### src/include/epi_pkg.sv
// package of constants for the external pin interrupt block
package epi_pkg;
  localparam int EPI_AW = 12;
  localparam int EPI_DW = 32;
  localparam int EPI_NPC = 24;
  localparam logic [11:0] EPI_SENSE_OFS = 12'h000;
  localparam logic [11:0] EPI_MASK_OFS = 12'h004;
  localparam logic [11:0] EPI_FLAGS_OFS = 12'h008;
  localparam logic [11:0] EPI_BANK_EN_OFS = 12'h00C;
  localparam logic [11:0] EPI_BANK_FLAGS_OFS = 12'h010;
  localparam logic [11:0] EPI_PMASK0_OFS = 12'h014;
  localparam logic [11:0] EPI_PMASK1_OFS = 12'h018;
  localparam logic [11:0] EPI_PMASK2_OFS = 12'h01C;
  localparam logic [11:0] EPI_ACK_OFS = 12'h020;
  localparam logic [11:0] EPI_PIN_OFS = 12'h024;
  localparam logic [1:0] EPI_SENSE_LOW = 2'h0;
  localparam logic [1:0] EPI_SENSE_ANY = 2'h1;
  localparam logic [1:0] EPI_SENSE_FALL = 2'h2;
  localparam logic [1:0] EPI_SENSE_RISE = 2'h3;
  localparam int EPI_SENSE_B_LSB = 2;
  localparam int EPI_SENSE_A_LSB = 0;
  localparam logic [7:0] EPI_PMASK1_USED = 8'h7F;
  localparam logic [3:0] EPI_SENSE_RST = 4'h0;
  localparam logic [1:0] EPI_MASK_RST = 2'h0;
  localparam logic [2:0] EPI_BANK_RST = 3'h0;
  localparam logic [7:0] EPI_PMASK_RST = 8'h00;
endpackage

### src/rtl/epi_top.sv
// external pin and pin-change interrupt controller with apb registers
//
// Contract
// - requests fire even when pins are outputs
// - bank 2 requests on enabled pins 23..16
// - bank 1 requests on enabled pins 14..8
// - bank 0 requests on enabled pins 7..0
// - pin change detected without io clock; code samples the pins on pclk instead
// - sense fields: b in 3:2, a 1:0
// - sense codes: low, any, fall, rise
// - level mode requests while pin low
// - edge modes run on the io clock; code runs them on pclk instead
// - low level detected without a clock; code takes it from the pclk-sampled pin instead
// - low removed before startup gives no interrupt
// - pins sampled before edge detection
// - mask bits and global enable gate requests
// - external flags set on edge, cleared by ack/write1
// - flag reads zero in level mode
// - bank enables and global enable gate bank requests
// - pin mask selects pins per bank
// - bank 2 flag set on change, cleared ack/write1
// - each source has its own request line
// - unused upper register bits read zero
// - bank 1 and 0 flags like bank 2
// - mask bit plus bank enable enables pin
`timescale 1ns/1ns
module epi_top (
  input wire logic pclk, // apb clock
  input wire logic presetn, // async reset, active low
  input wire logic psel, // apb select
  input wire logic penable, // apb access phase
  input wire logic pwrite, // apb direction
  input wire logic [epi_pkg::EPI_AW-1:0] paddr, // apb byte address
  input wire logic [epi_pkg::EPI_DW-1:0] pwdata, // apb write data
  output logic [epi_pkg::EPI_DW-1:0] prdata, // apb read data
  output logic pready, // apb ready
  output logic pslverr, // apb error on unmapped address
  input wire logic ext_request_a, // external request pin a
  input wire logic ext_request_b, // external request pin b
  input wire logic [epi_pkg::EPI_NPC-1:0] pin_change_inputs, // pin-change pins
  input wire logic global_irq_enable, // core global interrupt enable
  input wire logic [4:0] handler_ack, // handler entry per vector, pulse
  output logic ext_a_irq, // request a to core
  output logic ext_b_irq, // request b to core
  output logic pin_change_bank0_request, // bank 0 request to core
  output logic pin_change_bank1_request, // bank 1 request to core
  output logic pin_change_bank2_request, // bank 2 request to core
  output logic wake_request // asynchronous-style wake level
);
  import epi_pkg::*;

  ////////////////////////////////////////////////////////////////
  // state

  typedef struct packed {
    logic [3:0] sense;
    logic [1:0] mask;
    logic [1:0] eflag;
    logic [2:0] bank_en;
    logic [2:0] bflag;
    logic [7:0] pmask0;
    logic [7:0] pmask1;
    logic [7:0] pmask2;
    logic [1:0] ext_s1;
    logic [1:0] ext_s2;
    logic [1:0] ext_s3;
    logic [1:0] ext_last;
    logic [EPI_NPC-1:0] pc_s1;
    logic [EPI_NPC-1:0] pc_s2;
    logic [EPI_NPC-1:0] pc_s3;
    logic [EPI_NPC-1:0] pc_last;
    logic [31:0] rdata;
    logic ready;
    logic err;
    logic [4:0] irq;
    logic wake;
  } epi_state_t;

  epi_state_t s_q;
  epi_state_t s_d;

  ////////////////////////////////////////////////////////////////
  // helpers

  logic [1:0] ext_pin;
  logic [1:0] ext_stable;
  logic [EPI_NPC-1:0] pc_stable;
  logic [EPI_NPC-1:0] pc_toggle;
  logic [EPI_NPC-1:0] pc_enabled;
  logic [1:0] ext_hit;
  logic [1:0] ext_level;
  logic [2:0] bank_hit;
  logic wr_en;
  logic rd_en;

  assign ext_pin = {ext_request_b, ext_request_a};
  assign wr_en = psel && penable && pwrite && !s_q.ready;
  assign rd_en = psel && penable && !pwrite && !s_q.ready;

  // pin value counts once second and third stage agree
  assign ext_stable = (s_q.ext_s2 & s_q.ext_s3) | (~(s_q.ext_s2 ^ s_q.ext_s3) & s_q.ext_s2)
                      | ((s_q.ext_s2 ^ s_q.ext_s3) & s_q.ext_last);
  assign pc_stable = (~(s_q.pc_s2 ^ s_q.pc_s3) & s_q.pc_s2)
                     | ((s_q.pc_s2 ^ s_q.pc_s3) & s_q.pc_last);

  assign pc_enabled = {s_q.pmask2 & {8{s_q.bank_en[2]}},
                       s_q.pmask1 & EPI_PMASK1_USED & {8{s_q.bank_en[1]}},
                       s_q.pmask0 & {8{s_q.bank_en[0]}}};
  assign pc_toggle = (pc_stable ^ s_q.pc_last) & pc_enabled;
  assign bank_hit[2] = |pc_toggle[23:16];
  assign bank_hit[1] = |pc_toggle[14:8];
  assign bank_hit[0] = |pc_toggle[7:0];

  genvar g;
  generate
    for (g = 0; g < 2; g++) begin : g_ext
      logic [1:0] mode;
      assign mode = s_q.sense[2*g +: 2];
      // edge detect on sampled pin value, one driver per bit
      assign ext_hit[g] = (mode == EPI_SENSE_ANY) ? (ext_stable[g] ^ s_q.ext_last[g])
                          : (mode == EPI_SENSE_FALL) ? (!ext_stable[g] && s_q.ext_last[g])
                          : (mode == EPI_SENSE_RISE) ? (ext_stable[g] && !s_q.ext_last[g])
                          : 1'b0;
      // level request follows pin, so a short low gives nothing
      assign ext_level[g] = (mode == EPI_SENSE_LOW) && !ext_stable[g];
    end
  endgenerate

  ////////////////////////////////////////////////////////////////
  // next state

  always_comb begin
    logic [1:0] level_mode;
    logic [1:0] eclr;
    logic [2:0] bclr;
    level_mode = 2'h0;
    eclr = 2'h0;
    bclr = 3'h0;
    s_d = s_q;
    s_d.ext_s1 = ext_pin;
    s_d.ext_s2 = s_q.ext_s1;
    s_d.ext_s3 = s_q.ext_s2;
    s_d.ext_last = ext_stable;
    s_d.pc_s1 = pin_change_inputs;
    s_d.pc_s2 = s_q.pc_s1;
    s_d.pc_s3 = s_q.pc_s2;
    s_d.pc_last = pc_stable;
    s_d.ready = psel && penable && !s_q.ready;
    s_d.err = 1'b0;
    s_d.rdata = 32'h0000_0000;
    eclr = handler_ack[1:0];
    bclr = handler_ack[4:2];
    if (wr_en) begin
      case (paddr)
        EPI_SENSE_OFS: s_d.sense = pwdata[3:0];
        EPI_MASK_OFS: s_d.mask = pwdata[1:0];
        EPI_FLAGS_OFS: eclr = eclr | pwdata[1:0];
        EPI_BANK_EN_OFS: s_d.bank_en = pwdata[2:0];
        EPI_BANK_FLAGS_OFS: bclr = bclr | pwdata[2:0];
        EPI_PMASK0_OFS: s_d.pmask0 = pwdata[7:0];
        EPI_PMASK1_OFS: s_d.pmask1 = pwdata[7:0] & EPI_PMASK1_USED;
        EPI_PMASK2_OFS: s_d.pmask2 = pwdata[7:0];
        EPI_ACK_OFS: begin
          eclr = eclr | pwdata[1:0];
          bclr = bclr | pwdata[4:2];
        end
        default: s_d.err = 1'b1;
      endcase
    end
    // set wins over clear
    s_d.eflag = (s_q.eflag & ~eclr) | ext_hit;
    s_d.bflag = (s_q.bflag & ~bclr) | bank_hit;
    level_mode[0] = s_q.sense[1:0] == EPI_SENSE_LOW;
    level_mode[1] = s_q.sense[3:2] == EPI_SENSE_LOW;
    s_d.eflag = s_d.eflag & ~level_mode;
    if (rd_en) begin
      case (paddr)
        EPI_SENSE_OFS: s_d.rdata = {28'h0, s_q.sense};
        EPI_MASK_OFS: s_d.rdata = {30'h0, s_q.mask};
        EPI_FLAGS_OFS: s_d.rdata = {30'h0, s_q.eflag};
        EPI_BANK_EN_OFS: s_d.rdata = {29'h0, s_q.bank_en};
        EPI_BANK_FLAGS_OFS: s_d.rdata = {29'h0, s_q.bflag};
        EPI_PMASK0_OFS: s_d.rdata = {24'h0, s_q.pmask0};
        EPI_PMASK1_OFS: s_d.rdata = {24'h0, s_q.pmask1};
        EPI_PMASK2_OFS: s_d.rdata = {24'h0, s_q.pmask2};
        EPI_ACK_OFS: s_d.rdata = 32'h0000_0000;
        EPI_PIN_OFS: s_d.rdata = {6'h0, ext_stable, pc_stable};
        default: s_d.err = 1'b1;
      endcase
    end
    // one line per vector, gated by enables
    s_d.irq[0] = global_irq_enable && s_q.mask[0] && (s_q.eflag[0] || ext_level[0]);
    s_d.irq[1] = global_irq_enable && s_q.mask[1] && (s_q.eflag[1] || ext_level[1]);
    s_d.irq[4:2] = {3{global_irq_enable}} & s_q.bank_en & s_q.bflag;
    s_d.wake = (|(s_q.mask & ext_level)) || (|(s_q.bank_en & s_q.bflag));
  end

  ////////////////////////////////////////////////////////////////
  // registers

  always_ff @(posedge pclk or negedge presetn) begin
    if (!presetn) begin
      s_q <= '0;
    end else begin
      s_q <= s_d;
    end
  end

  assign prdata = s_q.rdata;
  assign pready = s_q.ready;
  assign pslverr = s_q.err;
  assign ext_a_irq = s_q.irq[0];
  assign ext_b_irq = s_q.irq[1];
  assign pin_change_bank0_request = s_q.irq[2];
  assign pin_change_bank1_request = s_q.irq[3];
  assign pin_change_bank2_request = s_q.irq[4];
  assign wake_request = s_q.wake;
endmodule // epi_top

### config.mk
export PLATFORM = sky130hd
export DESIGN_NAME = epi_top
export DESIGN_NICKNAME = d
export VERILOG_FILES = /design/src/include/epi_pkg.sv /design/src/rtl/epi_top.sv
export SDC_FILE = /design/constraint.sdc
export NUM_CORES = 1
export LEC_CHECK = 0
export ABC_AREA = 1
export BUFFER_PORTS_ARGS = -buffer_cell sky130_fd_sc_hd__clkbuf_2
export CAP_MARGIN = 20
export CORE_UTILIZATION = 50
export DETAILED_ROUTE_END_ITERATION = 10
export PLACE_DENSITY_LB_ADDON = 0.3
export SETUP_SLACK_MARGIN = 0.1
export SYNTH_ARGS = -nofsm -noshare
export SYNTH_HDL_FRONTEND = slang
export SYNTH_SLANG_ARGS = --single-unit
### constraint.sdc
create_clock -name pclk -period 2.97 [get_ports pclk]
set_input_delay 0.297 -clock pclk [delete_from_list [all_inputs] [get_ports pclk]]
set_output_delay 0.297 -clock pclk [all_outputs]
set_load 0.1 [all_outputs]
==> results_dict.tcl <==
set metrics [dict create \
    placed_area_sq_um 7550 \
    period_share_pct 69.6 \
    die_h_um 121 \
    setup_slack_ns 0.902 \
    max_freq_ghz 0.484 \
    place_ws_ns 0.936 \
    grt_max_degree 77 \
    vias_per_cell 4.90 \
    grt_pass1_wl_um 23600 \
    hold_depth 4 \
    final_antenna_net_count 0 \
    hpwl_um 9870 \
    track_usage_pct 21.7 \
    holdWs_ns 0.125 \
    crit_arrival_ns 2.43 \
    cts_root_buf "clkbuf_16" \
    leakagePower_nw 4.38 \
    route.met2.wl_um 6990 \
    cts.sinks 175 \
    clockBufferDepth 2 \
    startpoint "s_q[139]" \
    syn_to_final_growth_pct 18.7 \
    skew_ns 0.00850 \
    die_w_um 121 \
    grt_pass1_vias 4815 \
    synth_area_sq_um 7120 \
    drt_iter0_markers 303 \
    status "complete, no violations" \
    coreArea_sq_um 13900 \
    finish.instance_area_sq_um 8460 \
    ys_seq_area_share_pct 61.5 \
    worstHoldStart "handler_ack[1]" \
    numCtsBuffers 17 \
    synth.top_cell.area_share_pct 61.5 \
    synth_flop_cell "dfrtp_1" \
    n_antenna_cell 0 \
    cts.repair.resized 0 \
    synthTopCellsByCount "175 x dfrtp_1, 149 x nand2_1, 75 x inv_1" \
    syn_area_per_cell_sq_um 10.3 \
    max_slew.worst_pin.slew_ns 0.604 \
    cp-end-kind "register" \
    critPathKind "reg2reg" \
    nNetsFinal 885 \
    relSlewSlack_pct 59.7 \
    wirelength_um 14200 \
    ir_worst_vdd_v 0.000488 \
    highest_layer "met4" \
    io_buffers 90 \
    cap_violations 0 \
    yosysWarnings 0 \
    synth.most_common_cell "dfrtp_1" \
    synth_top_cell_by_area "dfrtp_1" \
    multi_input_area_sq_um 2150 \
    finalHoldViolCount 0 \
    syn_inst 692 \
    ys_types 33 \
    io_pins 121 \
    yosys-top-cells-area "dfrtp_1 62%, nand2_1 7.9%, inv_1 4.0%" \
    clk_pin_slew_ns 0.07 \
    overflow 0 \
    routed-via-count 4860 \
    start_util_pct 51.3 \
    wl_met1_um 6370 \
    min_path_type "in2reg" \
    crit_fanout 5 \
    fin_setup_tns_ns 0 \
    met3_length_um 590 \
    drive_gt1_share_pct 22.4 \
    r2r-start "s_q[139]" \
    regArea_sq_um 4380 \
    async_reset_ff_share_pct 100 \
    min_period_ns 2.07 \
    rsz0062_at_grt "no" \
    required_ns 3.33 \
    synth_edf_count 0 \
    maxSlewViolCount 0 \
    power.density_nw_per_um2 619 \
    gp_congestion 0.846 \
    die-area_sq_um 14700 \
    cp-start-kind "register" \
    drt_pass1_iterations 4 \
    ys_ff_latch 175 \
    n_fill_cell 1165 \
    drcViolationCount 0 \
    insertion_delay_ns 0.43 \
    wire_per_inst_um 14.4 \
    setup_viol 0 \
    htreeDepth 4 \
    num_rows 43 \
    antenna_found_initial 0 \
    tritoncts "built" \
    ff2ff_path_depth 7 \
]
## power by group
group,switching [W],leakage [nW],total [W],internal (W)
registers,0.0000505,2.20,0.00253,0.00248
clock network,0.000907,0.306,0.00237,0.00146
logic,0.000228,1.87,0.000334,0.000106
total,0.00119,4.38,0.00524,0.00405
## cells by family after synthesis
kind of cell	synth area share [%]
buffers and inverters	8.63
AO/OA/AOI/OAI	10.4
adder cells (fa/ha/maj)	1.05
other	0.0527
AND/OR/NAND/NOR	18.4
flip-flops	61.5
## flip-flops by register name (all words and copies together), names as in the netlist, 4 cells and up
name,count
g_ext.mode,4
s_q,85
prdata,26
s_d,52
## layer usage
metal | track usage, % | vias to the layer above
met2 | 34.8 | 105
met4 | 8.56 | 0
met5 | 0 | -
li1 | - | 2387
met1 | 28.2 | 2344
met3 | 5.55 | 24
## metrics by stage
step / utilization [%] / total power [W] / cells
5_1_grt: 60.9 / 0.00544 / 991
4_1_cts: 60.9 / 0.00529 / 991
3_5_place_dp: 54.4 / 0.00288 / 932
2_1_floorplan: - / 0.00275 / 697
6_report: 60.9 / 0.00524 / 991
3_3_place_gp: 54.4 / 0.00287 / 932
## cell usage in the layout, fill, tap and decap left out, types with 2 or more instances in the layout
| cell | synthesis | routed |
|---|---|---|
| o21a_1 | 3 | 3 |
| and2_1 | 3 | 3 |
| nor2_1 | 42 | 42 |
| ha_1 | 6 | 6 |
| nor2_2 | 6 | 6 |
| o211ai_1 | 12 | 12 |
| clkbuf_2 | 0 | 89 |
| o21ai_2 | 16 | 16 |
| inv_1 | 75 | 75 |
| clkbuf_16 | 0 | 17 |
| dlygate4sd3_1 | 0 | 27 |
| dfrtp_1 | 175 | 175 |
| nand2_1 | 149 | 149 |
| clkinv_2 | 1 | 2 |
| nand2_4 | 6 | 6 |
| a21oi_1 | 25 | 25 |
| nand3_1 | 29 | 29 |
| clkinvlp_4 | 0 | 2 |
| nand2_2 | 2 | 2 |
| clkbuf_8 | 0 | 2 |
| inv_2 | 7 | 7 |
| o21ai_0 | 55 | 55 |
| nor2_8 | 3 | 3 |
| nor3_1 | 4 | 4 |
| bufinv_16 | 0 | 4 |
| o21bai_1 | 3 | 3 |
| clkbuf_1 | 0 | 2 |
| inv_6 | 0 | 2 |
| conb_1 | 1 | 6 |
| o21ai_1 | 8 | 8 |
| nor3b_1 | 2 | 2 |
| nor2_4 | 16 | 16 |
## final cells by class
type | count | area share, %
well taps | 180 | 2.66
clock buffers | 21 | 5.45
flip-flops and latches | 175 | 51.8
inverters | 83 | 3.70
clock inverters | 11 | 2.10
repair buffers | 119 | 8.92
multi-input cells | 402 | 25.4
## worst paths after layout
check / endpoint / slack (ns)
max in group asynchronous: s_d[141] / 1.68
worst min-delay path: s_q[175] / 0.12
worst max register to register: s_q[175] / 0.90
worst min register to register: s_d[139] / 0.34
min in group asynchronous: prdata[24] / 0.43
worst max-delay path: s_q[175] / 0.90
## what timing repair did
| item | CTS | global route |
|---|---|---|
| endpoints found under the hold margin | 92 | 0 |
| hold buffers | 27 | 0 |
| buffers inserted | 0 | 0 |
## critical path, cell delays in order, from the launching register on
cell	delay, ns
dfrtp_1	0.37
ha_1	0.29
a21oi_1	0.42
inv_1	0.12
ha_1	0.30
a21oi_1	0.19
o221ai_1	0.15
a21oi_1	0.16
(Power assumes the default switching activity.)
